**src/otsm_consts.vh**
```
// Constants, register map and timing for the car speed supervision block
// Overview of operation
// (RULE_01) Overspeed threshold fixed at 150 fpm, any direction
// (RULE_02) Tuned and enabled: speed relays on after 1s
// (RULE_03) Zone relays on outside zone or doors closed
// (RULE_04) Zone relays drop: doors open 1s, or inspection
// (RULE_05) Zone dropped and over 150 fpm: overspeed fault
// (RULE_06) Overspeed fault lights trip, latches monitor relay
// (RULE_07) Overspeed fault survives power loss
// (RULE_08) Overspeed fault cleared by reset button or retune
// (RULE_09) Overspeed calibrate switch holds speed relays on
// (RULE_10) Monitor relay on above 150, off below 50
// (RULE_11) Processor logs overspeed: feedbacks low, flag high
// (RULE_12) Terminal threshold 90% when contract above 200 fpm
// (RULE_13) Terminal zone relays on while both switches high
// (RULE_14) Speed relays drop above 90%, return below
// (RULE_15) Zone relays held until a terminal switch opens
// (RULE_16) Zone drop during terminal overspeed: terminal fault
// (RULE_17) Terminal fault lights trip, survives power loss
// (RULE_18) Terminal fault cleared by retune or normal reset
// (RULE_19) Defeated terminal holds zone; speed relays follow
// (RULE_20) Overspeed retune invalidates terminal tuning
// (RULE_21) Processor logs terminal fault: feedbacks low, flag low
// (RULE_22) Processor flags switches not opening at terminal
// (RULE_23) Speed from stripe interval in clock cycles
`ifndef OTSM_CONSTS_VH
`define OTSM_CONSTS_VH

`define OTSM_CLK_PERIOD_NS  10
`define OTSM_POWERUP_NS     1000000000
`define OTSM_DOOR_OPEN_NS   1000000000

`define OTSM_OS_FPM         150
`define OTSM_LOW_FPM        50
`define OTSM_TS_PCT         90
`define OTSM_TS_MIN_FPM     200

`define OTSM_AW             8
`define OTSM_CNT_W          24
`define OTSM_TMR_W          27

`define OTSM_CTRL_ADDR      8'h00
`define OTSM_OS_THR_ADDR    8'h04
`define OTSM_LOW_THR_ADDR   8'h08
`define OTSM_TS_THR_ADDR    8'h0C
`define OTSM_STATUS_ADDR    8'h10
`define OTSM_PERIOD_ADDR    8'h14

`define OTSM_CTRL_HIGH_BIT  0
`define OTSM_THR_RST        24'hFFFFFF

`define OTSM_ST_OS_TUNED    0
`define OTSM_ST_TS_TUNED    1
`define OTSM_ST_OS_FAULT    2
`define OTSM_ST_TS_FAULT    3
`define OTSM_ST_LSM         4
`define OTSM_ST_SPEED_REL   5
`define OTSM_ST_ZONE_REL    6
`define OTSM_ST_OVER_OS     7
`define OTSM_ST_OVER_TS     8
`define OTSM_ST_PWR_DONE    9

`endif

```
**src/otsm_monitor.v**
```verilog
// Car speed supervision: overspeed and terminal slowdown relay logic
//
// Implementation choices: the address map and register access over AHB-Lite.
`timescale 1ns/1ps
`include "otsm_consts.vh"

module otsm_monitor #(
    parameter POWERUP_CYC   = `OTSM_POWERUP_NS / `OTSM_CLK_PERIOD_NS,
    parameter DOOR_OPEN_CYC = `OTSM_DOOR_OPEN_NS / `OTSM_CLK_PERIOD_NS
) (
    input  wire        ref_clk,
    input  wire        rst_b,
    input  wire        hsel,
    input  wire [31:0] haddr,
    input  wire [1:0]  htrans,
    input  wire        hwrite,
    input  wire [2:0]  hsize,
    input  wire [31:0] hwdata,
    input  wire        hready,
    output reg         hreadyout,
    output reg         hresp,
    output reg  [31:0] hrdata,
    input  wire        photoIn,
    input  wire        externalEnableInput,
    input  wire        normalMode,
    input  wire        inspectionMode,
    input  wire        doorZone,
    input  wire        doorsClosed,
    input  wire        safeInput,
    input  wire        upTerminalSwitchInput,
    input  wire        downTerminalSwitchInput,
    input  wire        overspeedCalSwitch,
    input  wire        terminalCalSwitch,
    input  wire        overspeedResetButton,
    input  wire        terminalResetButton,
    input  wire        storedOverspeedFault,
    input  wire        storedTerminalFault,
    output reg         speedSafetyRelayA,
    output reg         speedSafetyRelayB,
    output reg         zoneSafetyRelayA,
    output reg         zoneSafetyRelayB,
    output reg         lowSpeedMonitorRelay,
    output reg         overspeedTripIndicator,
    output reg         terminalTripIndicator
);

    // Timer end points are worked out as integers, then cut on purpose
    localparam integer PWR_LAST_I  = POWERUP_CYC - 1;
    localparam integer DOOR_LAST_I = DOOR_OPEN_CYC - 1;
    localparam [`OTSM_TMR_W-1:0] PWR_LAST  = PWR_LAST_I[`OTSM_TMR_W-1:0];
    localparam [`OTSM_TMR_W-1:0] DOOR_LAST = DOOR_LAST_I[`OTSM_TMR_W-1:0];
    localparam [`OTSM_CNT_W-1:0] CNT_MAX   = `OTSM_THR_RST;

    // Reset release through two flops
    reg rstSync1_q;
    reg rstSync2_q;
    wire rstN;

    always @(posedge ref_clk or negedge rst_b) begin
        if (!rst_b) begin
            rstSync1_q <= 1'b0;
            rstSync2_q <= 1'b0;
        end else begin
            rstSync1_q <= 1'b1;
            rstSync2_q <= rstSync1_q;
        end
    end

    assign rstN = rstSync2_q;

    // Bus slave: address phase captured, write done in data phase
    reg                 wrPend_q;
    reg [`OTSM_AW-1:0]  wrAddr_q;
    reg                 ctrlHigh_q;
    reg [`OTSM_CNT_W-1:0] osThr_q;
    reg [`OTSM_CNT_W-1:0] lowThr_q;
    reg [`OTSM_CNT_W-1:0] tsThr_q;
    reg [31:0]          rdMux;
    wire                addrPhase;
    wire                osRetune;
    wire                tsRetune;
    wire [31:0]         statusWord;
    reg [`OTSM_CNT_W-1:0] period_q;

    // hsize is not decoded: every register is one whole word
    assign addrPhase = hsel & htrans[1] & hready;
    assign osRetune  = wrPend_q & (wrAddr_q == `OTSM_OS_THR_ADDR);
    assign tsRetune  = wrPend_q & (wrAddr_q == `OTSM_TS_THR_ADDR);

    always @* begin
        case (haddr[`OTSM_AW-1:0])
            `OTSM_CTRL_ADDR:    rdMux = {31'h0, ctrlHigh_q};
            `OTSM_OS_THR_ADDR:  rdMux = {8'h00, osThr_q};
            `OTSM_LOW_THR_ADDR: rdMux = {8'h00, lowThr_q};
            `OTSM_TS_THR_ADDR:  rdMux = {8'h00, tsThr_q};
            `OTSM_STATUS_ADDR:  rdMux = statusWord;
            `OTSM_PERIOD_ADDR:  rdMux = {8'h00, period_q};
            default:            rdMux = 32'h0;
        endcase
    end

    always @(posedge ref_clk or negedge rstN) begin
        if (!rstN) begin
            hreadyout  <= 1'b1;
            hresp      <= 1'b0;
            hrdata     <= 32'h0;
            wrPend_q   <= 1'b0;
            wrAddr_q   <= 8'h00;
            ctrlHigh_q <= 1'b0;
            osThr_q    <= `OTSM_THR_RST;
            lowThr_q   <= `OTSM_THR_RST;
            tsThr_q    <= `OTSM_THR_RST;
        end else begin
            hreadyout <= 1'b1;
            hresp     <= 1'b0;
            wrPend_q  <= addrPhase & hwrite;
            if (addrPhase) begin
                wrAddr_q <= haddr[`OTSM_AW-1:0];
            end
            if (addrPhase & ~hwrite) begin
                hrdata <= rdMux;
            end
            if (wrPend_q) begin
                case (wrAddr_q)
                    `OTSM_CTRL_ADDR:
                        ctrlHigh_q <= hwdata[`OTSM_CTRL_HIGH_BIT];
                    `OTSM_OS_THR_ADDR:  osThr_q <= hwdata[23:0];
                    `OTSM_LOW_THR_ADDR: lowThr_q <= hwdata[23:0];
                    `OTSM_TS_THR_ADDR:  tsThr_q <= hwdata[23:0];
                    default: ;
                endcase
            end
        end
    end

    // Stripe interval measurement; a live count longer than the last
    // interval means the car has slowed since, so both must be short
    reg                   photo_q;
    reg                   photoPrimed_q;
    reg [`OTSM_CNT_W-1:0] cnt_q;
    wire                  stripeEdge;
    wire                  overOs;
    wire                  underLow;
    wire                  overTs;

    // First sample after reset only primes the detector: no false edge
    assign stripeEdge = photoPrimed_q & (photoIn ^ photo_q);

    always @(posedge ref_clk or negedge rstN) begin
        if (!rstN) begin
            photo_q  <= 1'b0;
            photoPrimed_q <= 1'b0;
            cnt_q    <= 24'h000000;
            period_q <= `OTSM_THR_RST;
        end else begin
            photo_q <= photoIn;
            photoPrimed_q <= 1'b1;
            if (stripeEdge) begin
                period_q <= cnt_q; // see (RULE_23)
                cnt_q    <= 24'h000000;
            end else if (cnt_q != CNT_MAX) begin
                cnt_q <= cnt_q + 24'h000001;
            end
        end
    end

    // No direction is used: the interval is the same both ways
    assign overOs   = (period_q < osThr_q) &
                      (cnt_q < osThr_q); // see (RULE_01)
    assign underLow = (period_q > lowThr_q) | (cnt_q > lowThr_q);
    assign overTs   = (period_q < tsThr_q) &
                      (cnt_q < tsThr_q); // see (RULE_12)

    // Tuning state and power-up delay
    reg                   osTuned_q;
    reg                   tsTuned_q;
    reg                   pwrDone_q;
    reg [`OTSM_TMR_W-1:0] pwrCnt_q;
    reg                   nvLoaded_q;

    always @(posedge ref_clk or negedge rstN) begin
        if (!rstN) begin
            osTuned_q <= 1'b0;
            tsTuned_q <= 1'b0;
            pwrDone_q <= 1'b0;
            pwrCnt_q  <= 27'h0;
        end else begin
            if (osRetune) begin
                osTuned_q <= 1'b1;
            end
            if (osRetune) begin
                tsTuned_q <= 1'b0; // see (RULE_20)
            end else if (tsRetune) begin
                tsTuned_q <= 1'b1;
            end
            if (pwrCnt_q == PWR_LAST) begin
                pwrDone_q <= 1'b1; // see (RULE_02)
            end else begin
                pwrCnt_q <= pwrCnt_q + 27'h1;
            end
        end
    end

    // Door-open timer on normal operation in the door zone
    reg [`OTSM_TMR_W-1:0] doorCnt_q;
    reg                   doorRelease_q;
    wire                  doorsOpenInZone;

    assign doorsOpenInZone = normalMode & doorZone & ~doorsClosed;

    always @(posedge ref_clk or negedge rstN) begin
        if (!rstN) begin
            doorCnt_q     <= 27'h0;
            doorRelease_q <= 1'b0;
        end else if (!doorsOpenInZone) begin
            doorCnt_q     <= 27'h0;
            doorRelease_q <= 1'b0;
        end else if (safeInput && !doorRelease_q) begin
            // Drive dropped before time ran out: the second starts over
            doorCnt_q <= 27'h0;
        end else if (!doorRelease_q) begin
            if (doorCnt_q == DOOR_LAST) begin
                doorRelease_q <= 1'b1; // see (RULE_04)
            end else begin
                doorCnt_q <= doorCnt_q + 27'h1;
            end
        end
    end

    // Relay decisions
    wire osZoneOn;
    wire osGuard;
    wire tsActive;
    wire tsDefeat;
    wire tsZoneOn;
    wire osTrip;
    wire tsTrip;
    wire speedOn;
    wire zoneOn;
    reg  osFault_q;
    reg  tsFault_q;

    // Inspection and timed door release both drop the zone pair
    assign osZoneOn = normalMode & ~inspectionMode &
                      ~doorRelease_q; // see (RULE_03)
    assign osGuard  = inspectionMode | doorRelease_q;
    assign osTrip   = osTuned_q & ~overspeedCalSwitch &
                      osGuard & overOs; // see (RULE_05)

    assign tsActive = tsTuned_q & ctrlHigh_q; // see (RULE_12)
    assign tsDefeat = terminalCalSwitch | inspectionMode; // see (RULE_19)
    assign tsZoneOn = ~tsActive | tsDefeat |
                      (normalMode & upTerminalSwitchInput &
                       downTerminalSwitchInput); // see (RULE_13)
    // Terminal switch opening while still above 90% is the trip
    assign tsTrip   = tsActive & ~tsDefeat & overTs &
                      ~(upTerminalSwitchInput & downTerminalSwitchInput); // see (RULE_16)

    // Calibrate switch overrides speed, not a terminal overspeed
    assign speedOn = pwrDone_q & externalEnableInput & osTuned_q &
                     (overspeedCalSwitch | ~osFault_q) &
                     ~(tsActive & overTs); // see (RULE_09)
    assign zoneOn  = pwrDone_q & osTuned_q & osZoneOn & tsZoneOn &
                     ~tsFault_q; // see (RULE_15)

    // Faults: stored copy restored once after reset; set beats clear
    reg osRstBtn_q;
    reg tsRstBtn_q;
    wire osClear;
    wire tsClear;

    // A held button clears once; it takes a fresh press to clear again
    assign osClear = (overspeedResetButton & ~osRstBtn_q) |
                     osRetune; // see (RULE_08)
    assign tsClear = (terminalResetButton & ~tsRstBtn_q & normalMode) |
                     tsRetune | osRetune; // see (RULE_18)

    always @(posedge ref_clk or negedge rstN) begin
        if (!rstN) begin
            nvLoaded_q <= 1'b0;
            osFault_q  <= 1'b0;
            tsFault_q  <= 1'b0;
            osRstBtn_q <= 1'b0;
            tsRstBtn_q <= 1'b0;
        end else begin
            nvLoaded_q <= 1'b1;
            osRstBtn_q <= overspeedResetButton;
            tsRstBtn_q <= terminalResetButton;
            if (!nvLoaded_q) begin
                osFault_q <= storedOverspeedFault; // see (RULE_07)
                tsFault_q <= storedTerminalFault; // see (RULE_17)
            end else begin
                if (osTrip) begin
                    osFault_q <= 1'b1;
                end else if (osClear) begin
                    osFault_q <= 1'b0;
                end
                if (tsTrip) begin
                    tsFault_q <= 1'b1;
                end else if (tsClear) begin
                    tsFault_q <= 1'b0;
                end
            end
        end
    end

    // Registered outputs; both relays of a pair switch together
    always @(posedge ref_clk or negedge rstN) begin
        if (!rstN) begin
            speedSafetyRelayA      <= 1'b0;
            speedSafetyRelayB      <= 1'b0;
            zoneSafetyRelayA       <= 1'b0;
            zoneSafetyRelayB       <= 1'b0;
            lowSpeedMonitorRelay   <= 1'b0;
            overspeedTripIndicator <= 1'b0;
            terminalTripIndicator  <= 1'b0;
        end else begin
            speedSafetyRelayA <= speedOn & ~osTrip; // see (RULE_14)
            speedSafetyRelayB <= speedOn & ~osTrip;
            zoneSafetyRelayA  <= zoneOn & ~tsTrip;
            zoneSafetyRelayB  <= zoneOn & ~tsTrip;
            // A latched fault holds the monitor relay even if tuning is lost
            if (osFault_q | (osTuned_q & overOs)) begin
                lowSpeedMonitorRelay <= 1'b1; // see (RULE_10)
            end else if (underLow | ~osTuned_q) begin
                lowSpeedMonitorRelay <= 1'b0;
            end
            overspeedTripIndicator <= osFault_q; // see (RULE_06)
            terminalTripIndicator  <= tsFault_q;
        end
    end

    assign statusWord = {22'h0,
                         pwrDone_q,
                         overTs,
                         overOs,
                         zoneSafetyRelayA,
                         speedSafetyRelayA,
                         lowSpeedMonitorRelay,
                         tsFault_q,
                         osFault_q,
                         tsTuned_q,
                         osTuned_q};

endmodule

```
**config.mk**
```make
export PLATFORM = sky130hd
export DESIGN_NAME = otsm_monitor
export DESIGN_NICKNAME = d
export VERILOG_FILES = /design/src/otsm_monitor.v
export VERILOG_INCLUDE_DIRS = /design/src
export SDC_FILE = /design/constraint.sdc
export NUM_CORES = 1
export LEC_CHECK = 0
export ABC_AREA = 1
export BUFFER_PORTS_ARGS = -buffer_cell sky130_fd_sc_hd__buf_2
export CAP_MARGIN = 20
export CORE_ASPECT_RATIO = 1.75
export CORE_MARGIN = 2
export CORE_UTILIZATION = 66
export DETAILED_ROUTE_END_ITERATION = 10
export PLACE_DENSITY = 0.85
export SLEW_MARGIN = 20
export SYNTH_ARGS = -nofsm -noshare
export SYNTH_HDL_FRONTEND = slang
export SYNTH_SLANG_ARGS = --single-unit
```
**constraint.sdc**
```tcl
create_clock -name ref_clk -period 15.7 [get_ports ref_clk]
set_clock_uncertainty 0.1 [all_clocks]
set_input_delay 0.785 -clock ref_clk [delete_from_list [all_inputs] [get_ports ref_clk]]
set_output_delay 0.785 -clock ref_clk [all_outputs]
set_load 0.02 [all_outputs]
```
# Yosys cells after proc, flatten, opt, wreduce, memory -nomap -nowiden
# Index checks and enable logic that the tools add are counted.
[word_totals] inputBits=89 n_memories=0 mem_bits_rw=0 output_inout_bits=41 latchBits=0 rom_bits=0 regBits=233 wordCells=152
[op_classes] n_shift=0 n_lt_le_gt_ge=6 multipliers=0 n_eq_ne=16 div_mod_pow=0 mux=21 n_addsub=3 n_reduce_logical=12 bitwise_logic=66
[ops] cell="$pmux W24 S6" n=1
[ops] cell="$mux W27" n=4
[ops] cell="$lt A24 B24 Y1" n=4
[ops] cell="$add A27 B1 Y27 const B" n=2
[ops] cell="$eq A27 B27 Y1 const B" n=2
[ops] cell="$gt A24 B24 Y1" n=2
[ops] cell="$mux W24" n=2
[ops] cell="$and A1 B1 Y1" n=38
[ops] cell="$eq A8 B4 Y1 const B" n=4
[ops] cell="$add A24 B1 Y24 const B" n=1
[ops] cell="$ne A24 B24 Y1 const B" n=1
[ops] cell="$eq A8 B3 Y1 const B" n=2
[ops] cell="$eq A8 B5 Y1 const B" n=2
[ops] cell="$logic_not A8 Y1" n=2
[ops] cell="$not A1 Y1" n=16
[ops] cell="$mux W1" n=14
[ops] cell="$or A1 B1 Y1" n=11
[ops] cell="$reduce_and A2 Y1" n=5
[ops] cell="$ne A3 B1 Y1 const B" n=2
[ops] cell="$reduce_bool A2 Y1" n=3
[ops] cell="$ne A3 B2 Y1 const B" n=1
[ops] cell="$ne A3 B3 Y1 const B" n=1
[ops] cell="$ne A2 B2 Y1 const B" n=1
[ops] cell="$logic_and A1 B1 Y1" n=1
[ops] cell="other kinds (2)" n=2

# Depth between registers and ports, before layout
# Gate-level depths: netlist (run 1).
[logic_depth] depth_word=8 ltp_mapped=15 ltp_nobuf=15

# Worst setup path before layout (run 1)
# OpenSTA, ideal clock, no wires.
[synth_timing] path_kind="in2reg" startpoint="input port haddr[6]" endpoint="register hrdata[18]" slack_ns=13.756 t_required_ns=15.534 t_arrival_ns=1.779 cell_stages=8 setup_ns=0.066 path_buffers=1 cell_sequence="inv_1 -> nand2_1 -> nor3_4 -> nand3_2 -> clkbuf_1 -> o22ai_1 -> o21ai_0 -> nand2_1"
[synth_via] elab_chain_len=2 word_cells_on_any_way=7 cone_classes="5 x eq/ne; 1 x mux; 1 x reduce/logical"
[synth_rtl] item="from (decl)" line_no="otsm_monitor.v:14" text="input wire [31:0] haddr,"
[synth_rtl] item="$eq A8 B5 Y1 (tied with other cells)" line_no="otsm_monitor.v:91" text="case (haddr[`OTSM_AW-1:0])"
[synth_rtl] item="$pmux W24 S6 *" line_no="otsm_monitor.v:91"
[synth_rtl] item="to (signal assigned)" line_no="otsm_monitor.v:121" text="hrdata <= rdMux;"
[synth_rtl] item="to (decl)" line_no="otsm_monitor.v:22" text="output reg [31:0] hrdata,"
# Every way passes the cells marked *; elsewhere a longest branch is shown, timed or not.
# A chain may end at the register's enable or synchronous reset.

==> metrics.txt, run 1 <==
I/O Buffers 83; total CTS buffers 23; P_leak 0.00880 uW; share of cells above drive strength 1 14.7%; synthesized area 14400 um^2; I/O pin cnt 130; Max-slew headroom 33.1%; MaxCap Viol Count 0; # rows 71; Synth Area in XOR/XNOR 1.76%; period utilization 19.4%; Hold Path End rstN$_DFF_PN0_; asr flop ratio synth 100%; number of global-route vias before repair 13200; worst-margin pin slew 1.00 ns; flop2flop setup slack 12.66 ns; clk root buf clkbuf_16; setup violators final 0; cell depth of the worst flop-to-flop path 2; CTS tree yes; post-synthesis mux area share 0.234%; drt via density 5.90; Switching Power 370 uW; Synth Area in Compound Gates 12.3%; largest net degree at the start of global routing 80; Ys Warns 0; Combinational Power Share 10.7%; fin cells 2225; initial antenna violation count 0; P&R area growth vs syn 9.85%; H-tree Lvls 1; final setup TNS 0 ns; Die Area 23100 um^2; Pwr Density 86.9 nW/um^2; Remaining Overflow, GRT 0; Placed Area 15000 um^2; Seq/Total Area, Yosys 39.9%; internal power 1010 uW; CP arrival 3.45 ns; status completed; Worst path most repeated cell buf_4; routed length per placed instance 17.9 um; worst stage delay on the critical path 1.00 ns; RR Endpoint pwrCnt_q[5]$_DFFE_PN0P_; Pre-antenna DRT Iters 7; Core Region 21500 um^2; initial core utilization 67.1%; worst hold path type reg2reg; Vias 13100; Die X 116 um; critical path class reg2async; die height 200 um; Overall Power 1380 uW; Post-Synth Simple-Gate Area 24.4%; Residual DRC 0; Worst setup EP type asynchronous set/reset pin; ys flop type dfrtp_1; first-pass GRT wire length 63.6 mm; Post-Synth Adder-Cell Area 12.4%; HPWL after DPL 29.1 mm; Worst EP required 16.10 ns; Reg-to-Reg Start rstN$_DFF_PN0_; Slowest-stage cell, CP dfrtp_4; Pins Over Slew Limit 0; Flop pwr share 47.7%; clk sinks 225; clock transition at the registers of the reported paths 0.07 ns; placed insts 2182; antenna fix cells 0; Skew-Pair Late Insertion Delay 0.53 ns; FMAX 329 MHz; gate count of the mapped netlist 1839; largest family of logic cells by synthesized area simple AND/OR/NAND/NOR gates; CP Cell Sequence buf_4 -> buf_4; Hold Crit Depth 0; Synth cell types 58; Switching Share 26.8%; peak supply drop 95.8 uV; CP Launch Type register; RSZ-0062 raised after global routing no; Post-synth EDFFs 0; Clock Path Buffers 3; nets@finish 2149; syn avg cell area 7.84 um^2; GRT Resource Usage Total 35.2%; #FFs+latches synth 225; ANT nets after route 0; Final Hold Fails 0; DR iter-0 viols 964; Clock power frac 41.5%; min cycle time layout 3.04 ns; gpl congestion 1.05; Hold Path Origin rstSync1_q$_DFF_PN0_; worst-path fanout max 79; Final Cell Area 15800 um^2; Routed WL 39.8 mm
[synthesized netlist by cell type (2+ instances only)]
| master | n | share of area (%) |
|---|---|---|
| a21oi_1 | 87 | 3.0 |
| nor3_2 | 6 | 0.42 |
| o21ai_2 | 6 | 0.36 |
| nand3_2 | 4 | 0.28 |
| nor2_2 | 9 | 0.39 |
| nor3_1 | 42 | 1.5 |
| buf_4 | 13 | 0.68 |
| nor2_1 | 120 | 3.1 |
| clkbuf_1 | 21 | 0.55 |
| conb_1 | 2 | 0.052 |
| dfstp_2 | 96 | 17 |
| buf_6 | 3 | 0.23 |
| o22ai_1 | 38 | 1.6 |
| xor2_1 | 24 | 1.5 |
| buf_2 | 12 | 0.42 |
| inv_2 | 4 | 0.10 |
| nor3b_1 | 3 | 0.16 |
| a21o_1 | 4 | 0.21 |
| nand2_2 | 6 | 0.26 |
| nor2_4 | 3 | 0.23 |
| inv_1 | 262 | 6.8 |
| o21ai_0 | 149 | 5.2 |
| nor4_1 | 20 | 0.87 |
| nand2_1 | 466 | 12 |
| o21ai_1 | 7 | 0.24 |
| or2_2 | 3 | 0.13 |
| nand4_1 | 36 | 1.6 |
| o31ai_1 | 3 | 0.16 |
| mux2_2 | 3 | 0.23 |
| xnor2_1 | 5 | 0.30 |
| nand3b_1 | 4 | 0.21 |
| a21boi_0 | 2 | 0.10 |
| o21a_1 | 4 | 0.21 |
| o221ai_1 | 6 | 0.36 |
| a31oi_1 | 2 | 0.087 |
| and3_1 | 2 | 0.087 |
| nor3_4 | 4 | 0.45 |
| nand3_1 | 65 | 2.3 |
| ha_1 | 143 | 12 |
| o21bai_1 | 3 | 0.16 |
| dfrtp_1 | 129 | 22 |
| a211oi_2 | 2 | 0.17 |
[kinds of logic after synthesis]
logic type	count (synthesis)
multiplexers	3
flip-flops	225
buffers and inverters	318
XOR/XNOR	29
AO/OA/AOI/OAI	319
AND/OR/NAND/NOR	800
other	2
adder cells (fa/ha/maj)	143
[placed cells by master, fill, tap and decap left out, types with 4 or more instances in the layout]
| cell | Yosys | layout |
|---|---|---|
| nand3_2 | 4 | 5 |
| o22ai_1 | 38 | 38 |
| o21ai_0 | 149 | 149 |
| dfstp_2 | 96 | 96 |
| o221ai_1 | 6 | 6 |
| dfrtp_1 | 129 | 128 |
| nand2_1 | 466 | 466 |
| nand3b_1 | 4 | 4 |
| conb_1 | 2 | 12 |
| nor2_1 | 120 | 120 |
| o21ai_1 | 7 | 7 |
| xnor2_1 | 5 | 5 |
| clkbuf_16 | 0 | 23 |
| nor3_2 | 6 | 7 |
| o21a_1 | 4 | 4 |
| a21o_1 | 4 | 4 |
| clkinvlp_4 | 0 | 5 |
| inv_2 | 4 | 4 |
| nand4_1 | 36 | 36 |
| o21ai_2 | 6 | 6 |
| nor3_1 | 42 | 41 |
| clkbuf_1 | 21 | 4 |
| ha_1 | 143 | 143 |
| buf_2 | 12 | 83 |
| a21oi_1 | 87 | 87 |
| inv_1 | 262 | 262 |
| nand3_1 | 65 | 64 |
| xor2_1 | 24 | 24 |
| nor4_1 | 20 | 20 |
| nand2_2 | 6 | 6 |
| buf_4 | 13 | 8 |
| nor3_4 | 4 | 4 |
| nor2_2 | 9 | 9 |
[power by group through the flow]
stage          Sequential, uW  Clock [uW]  Combinational [uW]
2_1_floorplan             662           0                99.1
3_3_place_gp              664           0                 137
3_5_place_dp              665           0                 145
4_1_cts                   657         579                 147
5_1_grt                   662         602                 169
6_report                  657         572                 148
[layer usage]
metal,up-vias,share of wire (%),global-route usage [%]
met5,-,0,0
met2,587,52,63.8
li1,6188,-,-
met1,6136,34,36.7
met3,215,5.8,4.46
met4,0,7.9,25.4
[flip-flops by register name, indices dropped and copies added, names as in the netlist, 8 cells and up]
| register | flops |
|---|---|
| wrAddr_q | 8 |
| doorCnt_q | 27 |
| pwrCnt_q | 27 |
| osThr_q | 24 |
| hrdata | 24 |
| cnt_q | 24 |
| period_q | 24 |
| lowThr_q | 24 |
| tsThr_q | 24 |
[through the flow]
step                setup WS (ns)  util (%)  hold slack (ns)
floorplan                    9.03         -            0.231
CTS                         12.57      73.6            0.266
finish                      12.66      73.7            0.277
global placement            12.50      69.9            0.234
global route                12.19      73.7            0.276
detailed placement          12.58      69.9            0.265
[worst max path at each step]
| stage | startpoint | end | slack (ns) | cells after the start |
|---|---|---|---|---|
| floorplan | rstN$_DFF_PN0_ | cnt_q[0]$_DFFE_PN0P_ | 9.03 | 0 |
| global placement | haddr[6] | hrdata[9]$_DFFE_PN0P_ | 12.50 | 8 |
| detailed placement | rstN$_DFF_PN0_ | tsFault_q$_DFFE_PN0P_ | 12.58 | 2 |
| CTS | rstN$_DFF_PN0_ | pwrCnt_q[25]$_DFFE_PN0P_ | 12.57 | 2 |
| global route | rstN$_DFF_PN0_ | pwrDone_q$_DFFE_PN0N_ | 12.19 | 2 |
| finish | rstN$_DFF_PN0_ | pwrCnt_q[5]$_DFFE_PN0P_ | 12.66 | 2 |
[what timing repair did]
item                                   in CTS  in global routing
resized for setup                           0                  0
endpoints found under the hold margin       2                  0
buffers inserted                            0                  0
hold buffers                                1                  0
[layout make-up]
type	instances	area (um^2)
Inverter	268	1010
Fill cell	1709	5660
Multi-Input combinational cell	1306	7430
Tap cell	292	365
Clock buffer	29	618
Clock inverter	12	159
Timing Repair Buffer	93	500
Sequential cell	225	5750
[worst max-delay path, delay by kind of cell, from the launching register on]
kind,cells,cell delay (ns)
buf+inv,2,1.77
flops,1,1.00
Power figures use the tool's default switching activity.
==> inputs of run 2 (changes only) <==
--- a/config.mk
+++ b/config.mk
@@ -11,9 +11,9 @@
 export CAP_MARGIN = 20
 export CORE_ASPECT_RATIO = 1.75
 export CORE_MARGIN = 2
-export CORE_UTILIZATION = 66
+export CORE_UTILIZATION = 55
 export DETAILED_ROUTE_END_ITERATION = 10
-export PLACE_DENSITY = 0.85
+export PLACE_DENSITY = 0.76
 export SLEW_MARGIN = 20
 export SYNTH_ARGS = -nofsm -noshare
 export SYNTH_HDL_FRONTEND = slang
==> constraint.sdc (replaced) <==
create_clock -name ref_clk -period 2.7 [get_ports ref_clk]
set_clock_uncertainty 0.1 [all_clocks]
set_input_delay 0.135 -clock ref_clk [delete_from_list [all_inputs] [get_ports ref_clk]]
set_output_delay 0.135 -clock ref_clk [all_outputs]
set_load 0.02 [all_outputs]
==> metrics.txt, run 2 (same netlist as run 1, synthesis figures left out) <==
clk root buf clkbuf_16; peak supply drop 469 uV (+390%); Worst EP required 3.07 ns (-13.03 ns); Clock power frac 39.6% (-1.9 points); HPWL after DPL 30.5 mm (+5.1%); critical path class reg2reg; drt via density 5.64 (-4.4%); Placed Area 15200 um^2 (+1.2%); Die Area 27600 um^2 (+19%); internal power 5700 uW (+470%); register area 5750 um^2 (unchanged); H-tree Lvls 1 (unchanged); Routed WL 41.2 mm (+3.7%); Pins Over Slew Limit 0 (unchanged); most common cell after layout, fill and taps aside nand2_1; Vias 13100 (-0.27%); first-pass GRT wire length 66.4 mm (+4.4%); total CTS buffers 23 (unchanged); die height 218 um (+9.4%); final setup TNS 0 ns (unchanged); number of gates resized after CTS 0 (unchanged); P&R area growth vs syn 14.3%; share of cells above drive strength 1 14.8% (+0.10 points); Final Hold Fails 0 (unchanged); MaxCap Viol Count 0 (unchanged); Final Cell Area 16500 um^2 (+4.1%); Clock Path Buffers 3 (unchanged); Switching Share 27.7% (+0.90 points); Worst setup EP type register; setup violators final 0 (unchanged); FMAX 428 MHz (+30%); Combinational Power Share 12.2% (+1.5 points); Switching Power 2190 uW (+490%); clock transition at the registers of the reported paths 0.07 ns (about the same); DR iter-0 viols 747 (-23%); fin cells 2321 (+4.3%); I/O Buffers 83 (unchanged); I/O pin cnt 130 (unchanged); Core Region 25900 um^2 (+20%); period utilization 86.5% (+67 points); number of global-route vias before repair 13500 (+2.4%); largest net degree at the start of global routing 62 (-23%); commonest non-fill, non-tap cells in the layout nand2_1, inv_1, o21ai_0; RSZ-0062 raised after global routing no; CP Launch Type register; area occupied by multi-input gates 7430 um^2 (about the same); Die X 126 um (+9.2%); antenna fix cells 0 (unchanged); worst hold path type in2reg; Residual DRC 0 (unchanged); CP arrival 2.71 ns (-0.74 ns); ANT nets after route 0 (unchanged); gpl congestion 0.950 (-9.3%); GRT Resource Usage Total 30.1% (-5.2 points); Skew-Pair Late Insertion Delay 0.54 ns (about the same); routed length per placed instance 17.8 um (-0.58%); nets@finish 2218 (+3.2%); Remaining Overflow, GRT 0 (unchanged); min cycle time layout 2.33 ns (-0.709 ns); Pwr Density 478 nW/um^2 (+450%); initial core utilization 55.7% (-11 points); Pre-antenna DRT Iters 5 (-2); worst-margin pin slew 0.735 ns (-0.267 ns); initial antenna violation count 0 (unchanged); Flop pwr share 48.3% (+0.6 points); worst-path fanout max 3 (-96%); placed insts 2224 (+1.9%); Filler cells 2262 (+32%); Max-slew headroom 49.7% (+17 points); clk sinks 225 (unchanged); CTS tree yes; status completed; top flop regs doorCnt_q x27, pwrCnt_q x27; # rows 78 (+9.9%); P_leak 0.00911 uW (+3.5%)
==> run 2: cell count changes in the layout (fill, tap and decap cells not counted), moves of 2 or more <==
cell / before / now
buf_12: 0 / 3
dlygate4sd3_1: 1 / 57
clkinvlp_4: 5 / 0
clkinv_2: 1 / 8
bufinv_16: 3 / 1
buf_4: 8 / 19
==> run 2: metal layers <==
metal / vias to the layer above / GRT usage (%) / share of wire, %
met4: 0 / 18.4 / 6.6
met1: 6195 / 30.9 / 36
met3: 157 / 3.11 / 3.7
met2: 417 / 57.4 / 54
li1: 6322 / - / -
met5: - / 0 / 0
==> run 2: what timing repair did <==
item,4_1_cts,5_1_grt
endpoints found under the hold margin,102,0
setup buffers,0,0
hold buffers,57,0
==> run 2: cell type report <==
type | instances | area share, %
Timing Repair Buffer | 162 | 7.21
Multi-Input combinational cell | 1306 | 45.1
Clock buffer | 28 | 3.67
Inverter | 268 | 6.12
Tap cell | 320 | 2.43
Clock inverter | 12 | 0.585
Sequential cell | 225 | 34.9
==> run 2: metrics by stage <==
step | setup slack (ns) | util (%) | hold WS, ns | power (uW)
finish | 0.366 | 63.7 | 0.0104 | 7880
global placement | 0.421 | 58.8 | -0.180 | 4690
CTS | 0.414 | 63.7 | 0.000681 | 7920
global route | 0.228 | 63.7 | 0.0476 | 8210
detailed placement | 0.431 | 58.8 | -0.179 | 4740
floorplan | 0.376 | - | -0.261 | 4430
==> run 2: path summary, 6_finish.rpt <==
kind                                            endpoint  cells past startpoint  slack [ns]               startpoint
worst max-delay path               hrdata[8]$_DFFE_PN0P_                     15        0.37  tsThr_q[11]$_DFFE_PN1P_
worst min-delay path             wrAddr_q[3]$_DFFE_PN0P_                      3        0.01                   hready
worst max register to register     hrdata[8]$_DFFE_PN0P_                     15        0.37  tsThr_q[11]$_DFFE_PN1P_
worst min register to register  pwrCnt_q[17]$_DFFE_PN0P_                      0        0.20           rstN$_DFF_PN0_
max in group asynchronous          hrdata[7]$_DFFE_PN0P_                      1        1.50           rstN$_DFF_PN0_
min in group asynchronous       pwrCnt_q[17]$_DFFE_PN0P_                      0        0.20           rstN$_DFF_PN0_
==> run 2: power by group through the flow <==
| stage | sequential [uW] | combinational, uW | clock, uW |
|---|---|---|---|
| after floorplan | 3850 | 577 | 0 |
| after global placement | 3850 | 833 | 0 |
| after detailed placement | 3860 | 878 | 0 |
| after CTS | 3800 | 955 | 3160 |
| after global routing | 3830 | 1100 | 3280 |
| final | 3810 | 959 | 3120 |
==> run 2: critical path: stages (launching register included) <==
cell and delay [ns]:
dfstp_2 0.53, inv_1 0.07, ha_1 0.32, nand2_1 0.07, inv_1 0.05, nand2_1 0.06, nand2_1 0.05, nand2_1 0.07
nand2_1 0.11, nand2_1 0.08, nand2_1 0.08, a21oi_1 0.29, nand3_1 0.17, nand2_1 0.09, nand2_1 0.07, nand2_1 0.07
==> inputs of run 3 (changes only) <==
--- a/config.mk
+++ b/config.mk
@@ -14,6 +14,7 @@
 export CORE_UTILIZATION = 55
 export DETAILED_ROUTE_END_ITERATION = 10
 export PLACE_DENSITY = 0.76
+export RECOVER_POWER = 100
 export SLEW_MARGIN = 20
 export SYNTH_ARGS = -nofsm -noshare
 export SYNTH_HDL_FRONTEND = slang
==> metrics.txt, run 3 (same netlist as run 1, synthesis figures left out) <==
status completed; worst-margin pin slew 1.41 ns (+0.672 ns); P&R area growth vs syn 13.2%; Combinational Power Share 12.0% (-0.2 points); worst stage delay on the critical path 0.52 ns (about the same); Flop pwr share 48.4% (about the same); total CTS buffers 23 (unchanged); min cycle time layout 2.41 ns (+0.0734 ns); critical path class reg2reg; clk sinks 225 (unchanged); setup violators final 0 (unchanged); Skew-Pair Late Insertion Delay 0.54 ns (about the same); Switching Share 27.7% (about the same); Die X 126 um (unchanged); Final Cell Area 16300 um^2 (-1.0%); MaxCap Viol Count 0 (unchanged); period utilization 89.2% (+2.7 points); commonest non-fill, non-tap cells in the layout nand2_1, inv_1, o21ai_0; number of global-route vias before repair 13500 (unchanged); P_leak 0.00893 uW (-2.0%); Slowest-stage cell, CP buf_2; Worst setup EP type register; Residual DRC 0 (unchanged); first-pass GRT wire length 66.4 mm (unchanged); drt via density 5.65 (+0.24%); clock transition at the registers of the reported paths 0.06 ns (about the same); Clock Path Buffers 3 (unchanged); Hold Crit Depth 5 (+2); FMAX 415 MHz (-3.0%); antenna fix cells 0 (unchanged); Switching Power 2180 uW (-0.18%); Hold Path Origin inspectionMode; initial core utilization 55.7% (unchanged); Clock power frac 39.6% (about the same); Die Area 27600 um^2 (unchanged); Final Hold Fails 0 (unchanged); Worst EP required 3.04 ns (-0.03 ns); Placed Area 15200 um^2 (unchanged); RSZ-0062 raised after global routing no; CTS tree yes; Final Util 63.1% (-0.65 points); flop2flop setup slack 0.29 ns (-0.07 ns); Pins Over Slew Limit 0 (unchanged); most common cell after layout, fill and taps aside nand2_1; Routed WL 41.3 mm (+0.15%); CP arrival 2.75 ns (+0.04 ns); CP Launch Type register; ANT nets after route 0 (unchanged); Hold Path End osFault_q$_DFFE_PN0P_; HPWL after DPL 30.5 mm (unchanged); CP Cell Sequence or2_0 -> nor3b_1 -> nand2_1 -> buf_2 -> o21ai_0; H-tree Lvls 1 (unchanged); DR iter-0 viols 717 (-4.0%); clk root buf clkbuf_16; Max-slew headroom 6.19% (-44 points); Core Region 25900 um^2 (unchanged); die height 218 um (unchanged); cts hold-fix bufs 57 (unchanged); fin cells 2321 (unchanged); peak supply drop 472 uV (+0.73%); Remaining Overflow, GRT 0 (unchanged); worst hold path type in2reg; Reg-to-Reg Start wrAddr_q[1]$_DFFE_PN0P_; Post-CTS Setup Inserts 0 (unchanged); routed length per placed instance 17.8 um (+0.15%); nets@finish 2218 (unchanged); internal power 5690 uW (-0.15%); gpl congestion 0.950 (unchanged); largest net degree at the start of global routing 62 (unchanged); top flop regs doorCnt_q x27, pwrCnt_q x27; I/O Buffers 83 (unchanged); initial antenna violation count 0 (unchanged); worst-path fanout max 38 (+35); number of gates resized after CTS 0 (unchanged); Vias 13100 (+0.24%); final setup TNS 0 ns (unchanged); RR Endpoint osThr_q[9]$_DFFE_PN1P_; Pwr Density 483 nW/um^2 (+0.87%); # rows 78 (unchanged); I/O pin cnt 130 (unchanged); GRT Resource Usage Total 30.1% (unchanged); share of cells above drive strength 1 11.9% (-2.9 points); Pre-antenna DRT Iters 5 (unchanged); placed insts 2224 (unchanged); cell depth of the worst flop-to-flop path 5 (-10)
run 3: cell types whose count changed in the layout (fill, tap and decap cells not counted), moves of 7 or more:
cell      delta
nor2_2       -7
o21ai_0      +7
buf_2       -32
nor2_1       +7
clkbuf_1    +36
buf_4        -8
run 3: how the worst max path moves through the flow:
| stage | start | end | slack [ns] | cells past startpoint |
|---|---|---|---|---|
| 2_1_floorplan | rstN$_DFF_PN0_ | cnt_q[0]$_DFFE_PN0P_ | 0.38 | 0 |
| 3_3_place_gp | osThr_q[23]$_DFFE_PN1P_ | lowSpeedMonitorRelay$_DFFE_PN0P_ | 0.42 | 11 |
| 3_5_place_dp | osThr_q[21]$_DFFE_PN1P_ | speedSafetyRelayB$_DFF_PN0_ | 0.43 | 12 |
| 4_1_cts | tsThr_q[21]$_DFFE_PN1P_ | hrdata[8]$_DFFE_PN0P_ | 0.41 | 11 |
| 5_1_grt | wrAddr_q[1]$_DFFE_PN0P_ | osThr_q[5]$_DFFE_PN1P_ | 0.11 | 5 |
| 6_report | wrAddr_q[1]$_DFFE_PN0P_ | osThr_q[9]$_DFFE_PN1P_ | 0.29 | 5 |
run 3: per-layer routing:
metal  vias up  GRT usage [%]  share of wire, %
met5         -              0                 0
met4         0           18.4               6.8
li1       6328              -                 -
met3       168           3.11               4.0
met2       419           57.4                54
met1      6208           30.9                35
run 3: layout make-up:
type / count / area (um^2)
timing repair buffer: 162 / 1110
inverter: 268 / 1010
sequential: 225 / 5750
tap: 320 / 400
clock inverter: 12 / 96.3
clock buffer: 28 / 604
multi-input combinational: 1306 / 7340
fill: 2313 / 9550
run 3: critical path, delay by kind of cell (launching register included):
kind | cells | cell delay [ns]
and+or+nand+nor | 3 | 1.00
buffers and inverters | 1 | 0.52
DFF | 1 | 0.37
AOI/OAI and AO/OA | 1 | 0.29
run 3: per-stage QoR:
stage	hold slack [ns]	total power [uW]	setup slack, ns
final	0.0282	7870	0.292
after global placement	-0.180	4690	0.421
after global routing	0.0947	8190	0.115
after CTS	0.000681	7920	0.414
after detailed placement	-0.179	4740	0.431
after floorplan	-0.261	4430	0.376
run 3: power groups by stage:
stage          clock network (uW)  logic [uW]  registers [uW]
3_3_place_gp                    0         833            3850
6_report                     3120         944            3810
3_5_place_dp                    0         878            3860
4_1_cts                      3160         955            3800
2_1_floorplan                   0         577            3850
5_1_grt                      3280        1080            3830
